<file path="src/common/lsc_pkg.sv">
package lsc_pkg;

	// Clock rate and the derived timing counts.
	localparam int CLK_KHZ      = 125000;
	localparam int CLK_MHZ      = 125;
	localparam int CP_FREQ_KHZ  = 250;
	localparam int CP_HALF_CYC  = CLK_KHZ / (2 * CP_FREQ_KHZ);
	localparam int FADE_US1     = 250;
	localparam int FADE_US2     = 500;
	localparam int FADE_US3     = 1000;
	localparam int MODE_DOWN_US = 20;
	localparam int MODE_DOWN_CYC = MODE_DOWN_US * CLK_MHZ;

	// Register offsets on the internal write port.
	localparam logic [4:0] REG_SINK_EN    = 5'h00;
	localparam logic [4:0] REG_MAIN_LEVEL = 5'h01;
	localparam logic [4:0] REG_BANK2_LEVEL = 5'h02;
	localparam logic [4:0] REG_BANK3_LEVEL = 5'h03;
	localparam logic [4:0] REG_FADE_RATE  = 5'h04;
	localparam logic [4:0] REG_BANK2_SEL  = 5'h05;
	localparam logic [4:0] REG_BANK3_SEL  = 5'h06;

	// Values after reset or shutdown.
	localparam logic [4:0] RST_SINK_EN = 5'h00;
	localparam logic [4:0] RST_LEVEL   = 5'h00;
	localparam logic [1:0] RST_FADE    = 2'h0;
	localparam logic [4:0] RST_SEL     = 5'h00;

	// Current code layout, in half-milliamp units.
	localparam logic [4:0] CODE_HALF_BASE = 5'h03;
	localparam logic [4:0] CODE_ONE_BASE  = 5'h0E;
	localparam logic [4:0] CODE_TWO_BASE  = 5'h1E;
	localparam logic [5:0] HALF_AT_ONE    = 6'h0C;
	localparam logic [5:0] HALF_AT_TWO    = 6'h2E;
	localparam logic [5:0] LOW_BIAS_HALF  = 6'h08;

	// Feedback thresholds for the pump mode choice.
	localparam logic [7:0] FB_LOW_THR  = 8'h20;
	localparam logic [7:0] FB_HIGH_THR = 8'h60;
	localparam logic [7:0] FB_IDLE     = 8'hFF;

	typedef enum logic [1:0] {
		CP_1X  = 2'b00,
		CP_1P5 = 2'b01,
		CP_2X  = 2'b10
	} lsc_cp_mode_t;

endpackage : lsc_pkg

</file>
<file path="src/design/lsc_fade_engine.sv">
`timescale 1ns/1ps
module lsc_fade_engine #(
	parameter int FADE_CYC1 = lsc_pkg::FADE_US1 * lsc_pkg::CLK_MHZ,
	parameter int FADE_CYC2 = lsc_pkg::FADE_US2 * lsc_pkg::CLK_MHZ,
	parameter int FADE_CYC3 = lsc_pkg::FADE_US3 * lsc_pkg::CLK_MHZ
) (
	input  wire logic       clk,
	input  wire logic       rst_n,
	input  wire logic       clear,
	input  wire logic [4:0] target,
	input  wire logic       targetWr,
	input  wire logic [1:0] fadeRate,
	output logic [4:0]      level_q,
	output logic            busy_q
);

	logic [4:0]  level_d;
	logic        busy_d;
	logic [16:0] tick_q;
	logic [16:0] tick_d;
	logic [16:0] period;

	// Selects the step period from the live rate value.
	always_comb begin
		case (fadeRate)
			2'h1:    period = 17'(FADE_CYC1);
			2'h2:    period = 17'(FADE_CYC2);
			default: period = 17'(FADE_CYC3);
		endcase
	end

	// Steps the level toward the target one code per tick.
	always_comb begin
		level_d = level_q;
		tick_d  = tick_q + 17'h1;
		if (clear) begin
			level_d = lsc_pkg::RST_LEVEL;
			tick_d  = 17'h0;
		// (RULE_16) Fade off jumps.
		// (RULE_17) applied immediately.
		end else if (fadeRate == lsc_pkg::RST_FADE) begin
			level_d = target;
			tick_d  = 17'h0;
		// (RULE_13) Ramp starts at once.
		end else if (targetWr) begin
			tick_d = 17'h0;
		// (RULE_14) Live rate period.
		end else if (tick_q + 17'h1 >= period) begin
			tick_d = 17'h0;
			// (RULE_15) Steps toward present target.
			// (RULE_24) One code per tick.
			if (level_q < target) begin
				level_d = level_q + 5'h1;
			end else if (level_q > target) begin
				level_d = level_q - 5'h1;
			end
		end
		busy_d = (level_d != target) && !clear;
	end

	// Registers the fade state.
	always_ff @(posedge clk) begin
		if (!rst_n) begin
			level_q <= lsc_pkg::RST_LEVEL;
			tick_q  <= 17'h0;
			busy_q  <= 1'b0;
		end else begin
			level_q <= level_d;
			tick_q  <= tick_d;
			busy_q  <= busy_d;
		end
	end
endmodule : lsc_fade_engine

</file>
<file path="src/design/lsc_led_ctrl.sv">
// Overview of operation
// (RULE_01) Pump clocks at 250kHz, idle in 1x.
// (RULE_02) Pump multiplier chosen automatically with hysteresis.
// (RULE_03) Lowest sink reading drives pump feedback.
// (RULE_04) Half-milliamp steps from zero to 5mA.
// (RULE_05) One-milliamp steps from 5 to 21mA.
// (RULE_06) Two-milliamp steps from 21 to 25mA.
// (RULE_07) Sink off when disabled or zero code.
// (RULE_08) All sinks start off after power-up.
// (RULE_09) Host writes zero for unused sink enables.
// (RULE_10) Reduced bias at or below 4mA.
// (RULE_11) Five sinks grouped into three banks.
// (RULE_12) Only main bank fades; others immediate.
// (RULE_13) New main level starts ramp at once.
// (RULE_14) Rate change applies to running ramp.
// (RULE_15) New level redirects ramp from present.
// (RULE_16) Disabling fade jumps to final target.
// (RULE_17) Fade disabled applies level immediately.
// (RULE_18) Main code zero means zero milliamps.
// (RULE_19) Host follows ordered fade-in write sequence.
// (RULE_20) Fade value zero disables, one-three rates.
// (RULE_21) Shutdown returns every register to default.
// (RULE_22) All sinks disabled stops clock and pump.
// (RULE_23) Open enabled sink is disabled automatically.
// (RULE_24) Ramp moves one code per tick.
`timescale 1ns/1ps
module lsc_led_ctrl #(
	parameter int FADE_CYC1     = lsc_pkg::FADE_US1 * lsc_pkg::CLK_MHZ,
	parameter int FADE_CYC2     = lsc_pkg::FADE_US2 * lsc_pkg::CLK_MHZ,
	parameter int FADE_CYC3     = lsc_pkg::FADE_US3 * lsc_pkg::CLK_MHZ,
	parameter int MODE_DOWN_CYC = lsc_pkg::MODE_DOWN_CYC
) (
	input  wire logic            clk,
	input  wire logic            rst_n,
	input  wire logic            shutdown,
	input  wire logic            regWrEn,
	input  wire logic [4:0]      regAddr,
	input  wire logic [7:0]      regData,
	input  wire logic [4:0]      sinkOpen,
	input  wire logic [4:0][7:0] sinkVolt,
	output logic [4:0][5:0]      sinkCurrent_q,
	output logic [4:0]           sinkOn_q,
	output logic [1:0]           cpMode_q,
	output logic                 cpClk_q,
	output logic [7:0]           fbLevel_q,
	output logic                 lowBias_q,
	output logic                 sleepMode_q,
	output logic                 fadeBusy_q
);

	// Converts a current code into half-milliamp units.
	function automatic logic [5:0] code_to_half(input logic [4:0] code);
		logic [5:0] half;
		half = 6'h00;
		// (RULE_18) Zero code is off.
		if (code == 5'h00) begin
			half = 6'h00;
		// (RULE_06) Two-milliamp steps.
		end else if (code >= lsc_pkg::CODE_TWO_BASE) begin
			half = lsc_pkg::HALF_AT_TWO + 6'({code - lsc_pkg::CODE_TWO_BASE, 2'b00});
		// (RULE_05) One-milliamp steps.
		end else if (code >= lsc_pkg::CODE_ONE_BASE) begin
			half = lsc_pkg::HALF_AT_ONE + {code - lsc_pkg::CODE_ONE_BASE, 1'b0};
		// (RULE_04) Half-milliamp steps.
		end else if (code > lsc_pkg::CODE_HALF_BASE) begin
			half = {1'b0, code - lsc_pkg::CODE_HALF_BASE};
		end else begin
			half = 6'h01;
		end
		return half;
	endfunction : code_to_half

	logic [4:0]      sinkEn_q;
	logic [4:0]      sinkEn_d;
	logic [4:0]      mainLevel_q;
	logic [4:0]      mainLevel_d;
	logic [4:0]      bank2Level_q;
	logic [4:0]      bank2Level_d;
	logic [4:0]      bank3Level_q;
	logic [4:0]      bank3Level_d;
	logic [1:0]      fadeRate_q;
	logic [1:0]      fadeRate_d;
	logic [4:0]      bank2Sel_q;
	logic [4:0]      bank2Sel_d;
	logic [4:0]      bank3Sel_q;
	logic [4:0]      bank3Sel_d;
	logic            mainWr;
	logic [4:0]      fadeLevel;
	logic            fadeBusy;
	logic [4:0]      openMeta_q;
	logic [4:0]      openSync_q;
	logic [4:0][7:0] voltMeta_q;
	logic [4:0][7:0] voltSync_q;
	logic [4:0][5:0] sinkCurrent_d;
	logic [4:0]      sinkOn_d;
	logic [4:0][4:0] sinkCode;
	logic [7:0]      fbLevel_d;
	logic            lowBias_d;
	logic            sleepMode_d;
	lsc_pkg::lsc_cp_mode_t mode_q;
	lsc_pkg::lsc_cp_mode_t mode_d;
	logic [15:0]     downCnt_q;
	logic [15:0]     downCnt_d;
	logic [8:0]      cpCnt_q;
	logic [8:0]      cpCnt_d;
	logic            cpClk_d;

	assign mainWr = regWrEn && !shutdown && regAddr == lsc_pkg::REG_MAIN_LEVEL;

	// Takes register writes and auto-disables open sinks.
	always_comb begin
		sinkEn_d     = sinkEn_q;
		mainLevel_d  = mainLevel_q;
		bank2Level_d = bank2Level_q;
		bank3Level_d = bank3Level_q;
		fadeRate_d   = fadeRate_q;
		bank2Sel_d   = bank2Sel_q;
		bank3Sel_d   = bank3Sel_q;
		if (regWrEn) begin
			case (regAddr)
				lsc_pkg::REG_SINK_EN:     sinkEn_d     = regData[4:0];
				lsc_pkg::REG_MAIN_LEVEL:  mainLevel_d  = regData[4:0];
				lsc_pkg::REG_BANK2_LEVEL: bank2Level_d = regData[4:0];
				lsc_pkg::REG_BANK3_LEVEL: bank3Level_d = regData[4:0];
				// (RULE_20) Fade rate field.
				lsc_pkg::REG_FADE_RATE:   fadeRate_d   = regData[1:0];
				lsc_pkg::REG_BANK2_SEL:   bank2Sel_d   = regData[4:0];
				lsc_pkg::REG_BANK3_SEL:   bank3Sel_d   = regData[4:0];
				default:                  sinkEn_d     = sinkEn_q;
			endcase
		end
		// (RULE_23) Open sink disabled.
		sinkEn_d = sinkEn_d & ~(openSync_q & sinkEn_q);
		// (RULE_21) Shutdown restores defaults.
		if (shutdown) begin
			sinkEn_d     = lsc_pkg::RST_SINK_EN;
			mainLevel_d  = lsc_pkg::RST_LEVEL;
			bank2Level_d = lsc_pkg::RST_LEVEL;
			bank3Level_d = lsc_pkg::RST_LEVEL;
			fadeRate_d   = lsc_pkg::RST_FADE;
			bank2Sel_d   = lsc_pkg::RST_SEL;
			bank3Sel_d   = lsc_pkg::RST_SEL;
		end
	end

	// Registers the control state; every sink starts disabled.
	always_ff @(posedge clk) begin
		if (!rst_n) begin
			// (RULE_08) Sinks start off.
			sinkEn_q     <= lsc_pkg::RST_SINK_EN;
			mainLevel_q  <= lsc_pkg::RST_LEVEL;
			bank2Level_q <= lsc_pkg::RST_LEVEL;
			bank3Level_q <= lsc_pkg::RST_LEVEL;
			fadeRate_q   <= lsc_pkg::RST_FADE;
			bank2Sel_q   <= lsc_pkg::RST_SEL;
			bank3Sel_q   <= lsc_pkg::RST_SEL;
		end else begin
			sinkEn_q     <= sinkEn_d;
			mainLevel_q  <= mainLevel_d;
			bank2Level_q <= bank2Level_d;
			bank3Level_q <= bank3Level_d;
			fadeRate_q   <= fadeRate_d;
			bank2Sel_q   <= bank2Sel_d;
			bank3Sel_q   <= bank3Sel_d;
		end
	end

	// Two-stage synchronisers for the analog sense inputs.
	always_ff @(posedge clk) begin
		if (!rst_n) begin
			openMeta_q <= 5'h00;
			openSync_q <= 5'h00;
			voltMeta_q <= '0;
			voltSync_q <= '0;
		end else begin
			openMeta_q <= sinkOpen;
			openSync_q <= openMeta_q;
			voltMeta_q <= sinkVolt;
			voltSync_q <= voltMeta_q;
		end
	end

	// Ramps the main bank level; the others bypass it.
	lsc_fade_engine #(
		.FADE_CYC1 (FADE_CYC1),
		.FADE_CYC2 (FADE_CYC2),
		.FADE_CYC3 (FADE_CYC3)
	) u_fade (
		.clk      (clk),
		.rst_n    (rst_n),
		.clear    (shutdown),
		.target   (mainLevel_q),
		.targetWr (mainWr),
		.fadeRate (fadeRate_q),
		.level_q  (fadeLevel),
		.busy_q   (fadeBusy)
	);
	assign fadeBusy_q = fadeBusy;

	// (RULE_11) Bank routing per sink.
	// (RULE_12) Side banks bypass fade.
	generate
		for (genvar i = 0; i < 5; i++) begin : g_sink
			assign sinkCode[i] = bank3Sel_q[i] ? bank3Level_q :
				(bank2Sel_q[i] ? bank2Level_q : fadeLevel);
		end
	endgenerate

	// Computes sink drive, feedback minimum, bias and sleep state.
	always_comb begin
		fbLevel_d = lsc_pkg::FB_IDLE;
		lowBias_d = 1'b1;
		for (int i = 0; i < 5; i++) begin
			// (RULE_07) Off when disabled or zero.
			sinkOn_d[i]      = sinkEn_q[i] && sinkCode[i] != 5'h00;
			sinkCurrent_d[i] = sinkOn_d[i] ? code_to_half(sinkCode[i]) : 6'h00;
			// (RULE_03) Lowest sink feedback.
			if (sinkOn_d[i] && voltSync_q[i] < fbLevel_d) begin
				fbLevel_d = voltSync_q[i];
			end
			// (RULE_10) Reduced bias threshold.
			if (sinkCurrent_d[i] > lsc_pkg::LOW_BIAS_HALF) begin
				lowBias_d = 1'b0;
			end
		end
		// (RULE_22) Sleep when all disabled.
		sleepMode_d = sinkEn_q == 5'h00;
	end

	// Registers the sink outputs.
	always_ff @(posedge clk) begin
		if (!rst_n) begin
			sinkOn_q      <= 5'h00;
			sinkCurrent_q <= '0;
			fbLevel_q     <= lsc_pkg::FB_IDLE;
			lowBias_q     <= 1'b1;
			sleepMode_q   <= 1'b1;
		end else begin
			sinkOn_q      <= sinkOn_d;
			sinkCurrent_q <= sinkCurrent_d;
			fbLevel_q     <= fbLevel_d;
			lowBias_q     <= lowBias_d;
			sleepMode_q   <= sleepMode_d;
		end
	end

	// Chooses the pump multiplier from the feedback headroom.
	always_comb begin
		mode_d    = mode_q;
		downCnt_d = 16'h0000;
		if (sleepMode_q) begin
			mode_d = lsc_pkg::CP_1X;
		// (RULE_02) Step up on demand.
		end else if (fbLevel_q < lsc_pkg::FB_LOW_THR) begin
			case (mode_q)
				lsc_pkg::CP_1X:  mode_d = lsc_pkg::CP_1P5;
				lsc_pkg::CP_1P5: mode_d = lsc_pkg::CP_2X;
				default:         mode_d = lsc_pkg::CP_2X;
			endcase
		// (RULE_02) Hysteresis on step down.
		end else if (fbLevel_q > lsc_pkg::FB_HIGH_THR && mode_q != lsc_pkg::CP_1X) begin
			downCnt_d = downCnt_q + 16'h0001;
			if (downCnt_q >= 16'(MODE_DOWN_CYC - 1)) begin
				downCnt_d = 16'h0000;
				mode_d    = (mode_q == lsc_pkg::CP_2X) ? lsc_pkg::CP_1P5 : lsc_pkg::CP_1X;
			end
		end
		// (RULE_01) Pump clock only above 1x.
		cpCnt_d = 9'h000;
		cpClk_d = 1'b0;
		if (mode_q != lsc_pkg::CP_1X) begin
			cpCnt_d = cpCnt_q + 9'h001;
			cpClk_d = cpClk_q;
			if (cpCnt_q >= 9'(lsc_pkg::CP_HALF_CYC - 1)) begin
				cpCnt_d = 9'h000;
				cpClk_d = !cpClk_q;
			end
		end
	end

	// Registers the pump state.
	always_ff @(posedge clk) begin
		if (!rst_n) begin
			mode_q    <= lsc_pkg::CP_1X;
			downCnt_q <= 16'h0000;
			cpCnt_q   <= 9'h000;
			cpClk_q   <= 1'b0;
		end else begin
			mode_q    <= mode_d;
			downCnt_q <= downCnt_d;
			cpCnt_q   <= cpCnt_d;
			cpClk_q   <= cpClk_d;
		end
	end
	assign cpMode_q = mode_q;
endmodule : lsc_led_ctrl

</file>
<file path="config.mk">
export PLATFORM = sky130hd
export DESIGN_NAME = lsc_led_ctrl
export DESIGN_NICKNAME = d
export VERILOG_FILES = /design/src/common/lsc_pkg.sv /design/src/design/lsc_fade_engine.sv /design/src/design/lsc_led_ctrl.sv
export SDC_FILE = /design/constraint.sdc
export NUM_CORES = 1
export LEC_CHECK = 0
export ABC_AREA = 1
export BUFFER_PORTS_ARGS = -buffer_cell sky130_fd_sc_hd__buf_2
export CAP_MARGIN = 5
export CORE_UTILIZATION = 60
export DETAILED_ROUTE_END_ITERATION = 8
export GPL_ROUTABILITY_DRIVEN = 0
export PLACE_DENSITY = 0.77
export REMOVE_ABC_BUFFERS = 1
export SYNTH_ARGS = -nofsm -noshare
export SYNTH_HDL_FRONTEND = slang
export SYNTH_HIERARCHICAL = 1
export SYNTH_SLANG_ARGS = --single-unit
</file>
<file path="constraint.sdc">
create_clock -name clk -period 9.6 [get_ports clk]
set_input_delay 1.92 -clock clk [delete_from_list [all_inputs] [get_ports clk]]
set_output_delay 1.92 -clock clk [all_outputs]
set_load 0.03 [all_outputs]
</file>
==> results.md <==
- Mean Syn Cell Area: 7.22 µm²
- Final Power: 1.92 mW
- Most common flop cell mapped by yosys: dfxtp_1
- Most common cell after layout, fill and taps aside: nand2_1
- Switching power: 407 µW
- Hold crit path type: flip-flop to flip-flop
- Comb pwr share: 3.4%
- Netlist cell types: 57
- Clock network fraction of design power: 47.9%
- DP HPWL: 17.7 mm
- Post-CTS Hold Buffers: 0
- Die Ht: 138 µm
- Area leader, netlist: dfxtp_1
- Synth top area cells: dfxtp_1 39%, nand2_1 12%, ha_1 8.8%
- Detailed Route Iter0 Violations: 558
- Final hold violation count: 0
- Hold_ws: 0.409 ns
- Ys Warns: 6
- Deepest clock path buffer count: 3
- Async SR Flop Fraction: 0%
- Die Wd: 138 µm
- Rows: 49
- Core Area: 18000 µm²
- Critical Path Slowest Stage Cell: a2111oi_0
- Global route total overflow: 0
- Initial Utilization: 61.5%
- Commonest cells after routing, fill and taps aside: 354 x nand2_1, 254 x inv_1, 218 x dfxtp_1, 147 x nor2_1, 106 x buf_2
- Post-CTS Setup Repair Bufs: 0
- Worst path most repeated cell: o21ai_0
- Num Clock Sinks: 218
- TNS Setup: 0 ns
- Final nets: 1786
- Share of cells above drive strength 1: 11.9%
- Final period util: 85.2%
- Yosys top cell area share: 39.4%
- Max VDD drop: 0.144 mV
- Final Setup Violations: 0
- Die ar.: 19000 µm²
- Family with the most delay on the worst path: compound AO/OA/AOI/OAI gates
- Root buffer cell: clkbuf_16
- Maximum clock rate: 0.122 GHz
- Crit-path max cell delay: 0.65 ns
- Clock latency on the worst-skew pair: 0.51 ns
- Placed Cells: 1850
- Run status: finished, final reports clean
- Post_cts resized: 0
- Post-Syn Area: 11100 µm²
- Fillers: 1523
- Core Util, Final: 70.0%
- Placed Area: 11800 µm²
- IO Count: 111
- Number of global-route vias before repair: 8547
- DRC viols: 0
- Max-cap violation count: 0
- Number of synthesized flops with an enable pin: 0
- Via count: 9642
- Sw Share: 21.2%
- Worst Max-Slew Pin Slew: 1.03 ns
- Slew margin rel.: 31.0%
- Crit path capture type: flip-flop
- Finished Layout Cells: 1892
- CTS HTree Levels: 1
- Int Power: 1.51 mW
- Final setup margin: 1.42 ns
- Port bufs: 107
- Share of the yosys chip area belonging to registers: 39.4%
- Inserted Diodes: 0
- Crit Path Category: flip-flop to flip-flop
- Unrepaired setup endpoints after global routing: no
- Power per cell area: 152 nW/µm²
- Remaining antenna violation count: 0
- Clock Skews: 0.0134 ns
- All-Layer GR Usage: 25.2%
- Worst path bufs/invs: 3
- Crit-path max FO: 15
- Leakage: 6.47 nW
- Drt total wl: 23.5 mm
- Via/cell ratio: 5.10
- Slew Viols, Final: 0
- Largest net degree at the start of global routing: 67
- Length of the first detailed-routing pass in iterations: 5
- Num CTS Buffers: 23
- Worst setup SP type: flip-flop
- Setup WS pre-CTS: 1.52 ns
- Average wire per standard cell: 12.4 µm
- Post-synthesis instance total: 1536
- Fin area: 12600 µm²
- CTS clk-pin slew, worst paths: 0.06 ns
- CP required: 9.96 ns
- Critical Path AT: 8.54 ns
- Synthesis-to-finish area growth: 13.8%
- Initial antenna violation count: 0
- First-pass GRT wire length: 38.7 mm
- Flop pwr share: 48.7%
- Final min period: 8.18 ns
- Synth Register Bits: 218
- CTS tree: yes
-- Yosys cell counts, drive strengths merged (2+ instances only) --
| master | count |
|---|---|
| a211oi | 5 |
| a21o | 2 |
| a21oi | 75 |
| a221oi | 2 |
| a31o | 2 |
| and2 | 5 |
| and3 | 2 |
| buf | 5 |
| clkbuf | 23 |
| clkinv | 6 |
| dfxtp | 218 |
| ha | 78 |
| inv | 262 |
| nand2 | 374 |
| nand3 | 88 |
| nand3b | 5 |
| nand4 | 18 |
| nor2 | 157 |
| nor3 | 17 |
| nor3b | 4 |
| nor4 | 7 |
| o211a | 2 |
| o211ai | 30 |
| o21a | 3 |
| o21ai | 80 |
| o221ai | 7 |
| o22ai | 3 |
| o311ai | 2 |
| o31ai | 2 |
| o32ai | 2 |
| or2 | 4 |
| or4 | 2 |
| xnor2 | 14 |
| xor2 | 20 |
-- worst paths after layout --
path	startpoint	to	slack (ns)	cells past startpoint
worst min register to register	voltMeta_q[16]	voltSync_q[16]	0.41	2
worst max-delay path	bank3Level_q[1]	fbLevel_q[0]	1.42	36
worst max register to register	bank3Level_q[1]	fbLevel_q[0]	1.42	36
worst min-delay path	voltMeta_q[16]	voltSync_q[16]	0.41	2
-- sequential cells by signal (all words and copies together), names as in the netlist, 2 cells and up --
register / cells
voltMeta_q: 40
voltSync_q: 40
sinkCurrent_q: 30
u_fade/tick_q: 17
downCnt_q: 16
cpCnt_q: 9
fbLevel_q: 8
bank2Level_q: 5
bank2Sel_q: 5
bank3Level_q: 5
bank3Sel_q: 5
mainLevel_q: 5
openMeta_q: 5
openSync_q: 5
sinkEn_q: 5
sinkOn_q: 5
u_fade/level_q: 5
cpMode_q: 2
fadeRate_q: 2
-- cell families after synthesis --
group,share of synthesized area (%)
compound gates,12.1
buf+inv,10.2
xor+xnor,2.69
fa+ha+maj,8.80
simple gates,26.8
flops,39.4
other cells,0.0338
-- routing by layer --
layer  global-route usage [%]  routed length [µm]  up-vias
met2                     42.3               10600      235
li1                         -                   -     5120
met5                        0                   0        -
met1                     32.5               10900     4235
met4                     9.24                 754        0
met3                     3.95                1230       52
-- power groups by stage --
stage	logic, mW	registers, mW	clock network (mW)
after floorplan	0.0354	0.950	0
after global placement	0.0635	0.952	0
after detailed placement	0.0651	0.952	0
after CTS	0.0657	0.932	0.934
after global routing	0.0757	0.934	0.967
final	0.0652	0.932	0.918
-- tightest hold or removal path: stages (launching register included) --
cell	delay, ns
dfxtp_1	0.30
nand2_1	0.04
inv_1	0.04
-- final cells by class --
type | instances | area, µm² | area share, %
Clock buffer | 28 | 604 | 4.79
Tap cell | 229 | 287 | 2.27
Inverter | 268 | 1010 | 7.97
Timing Repair Buffer | 109 | 553 | 4.38
Multi-Input combinational cell | 1026 | 5610 | 44.5
Sequential cell | 218 | 4360 | 34.6
Clock inverter | 14 | 189 | 1.50
Note: power is estimated with default switching activity, not from simulation.
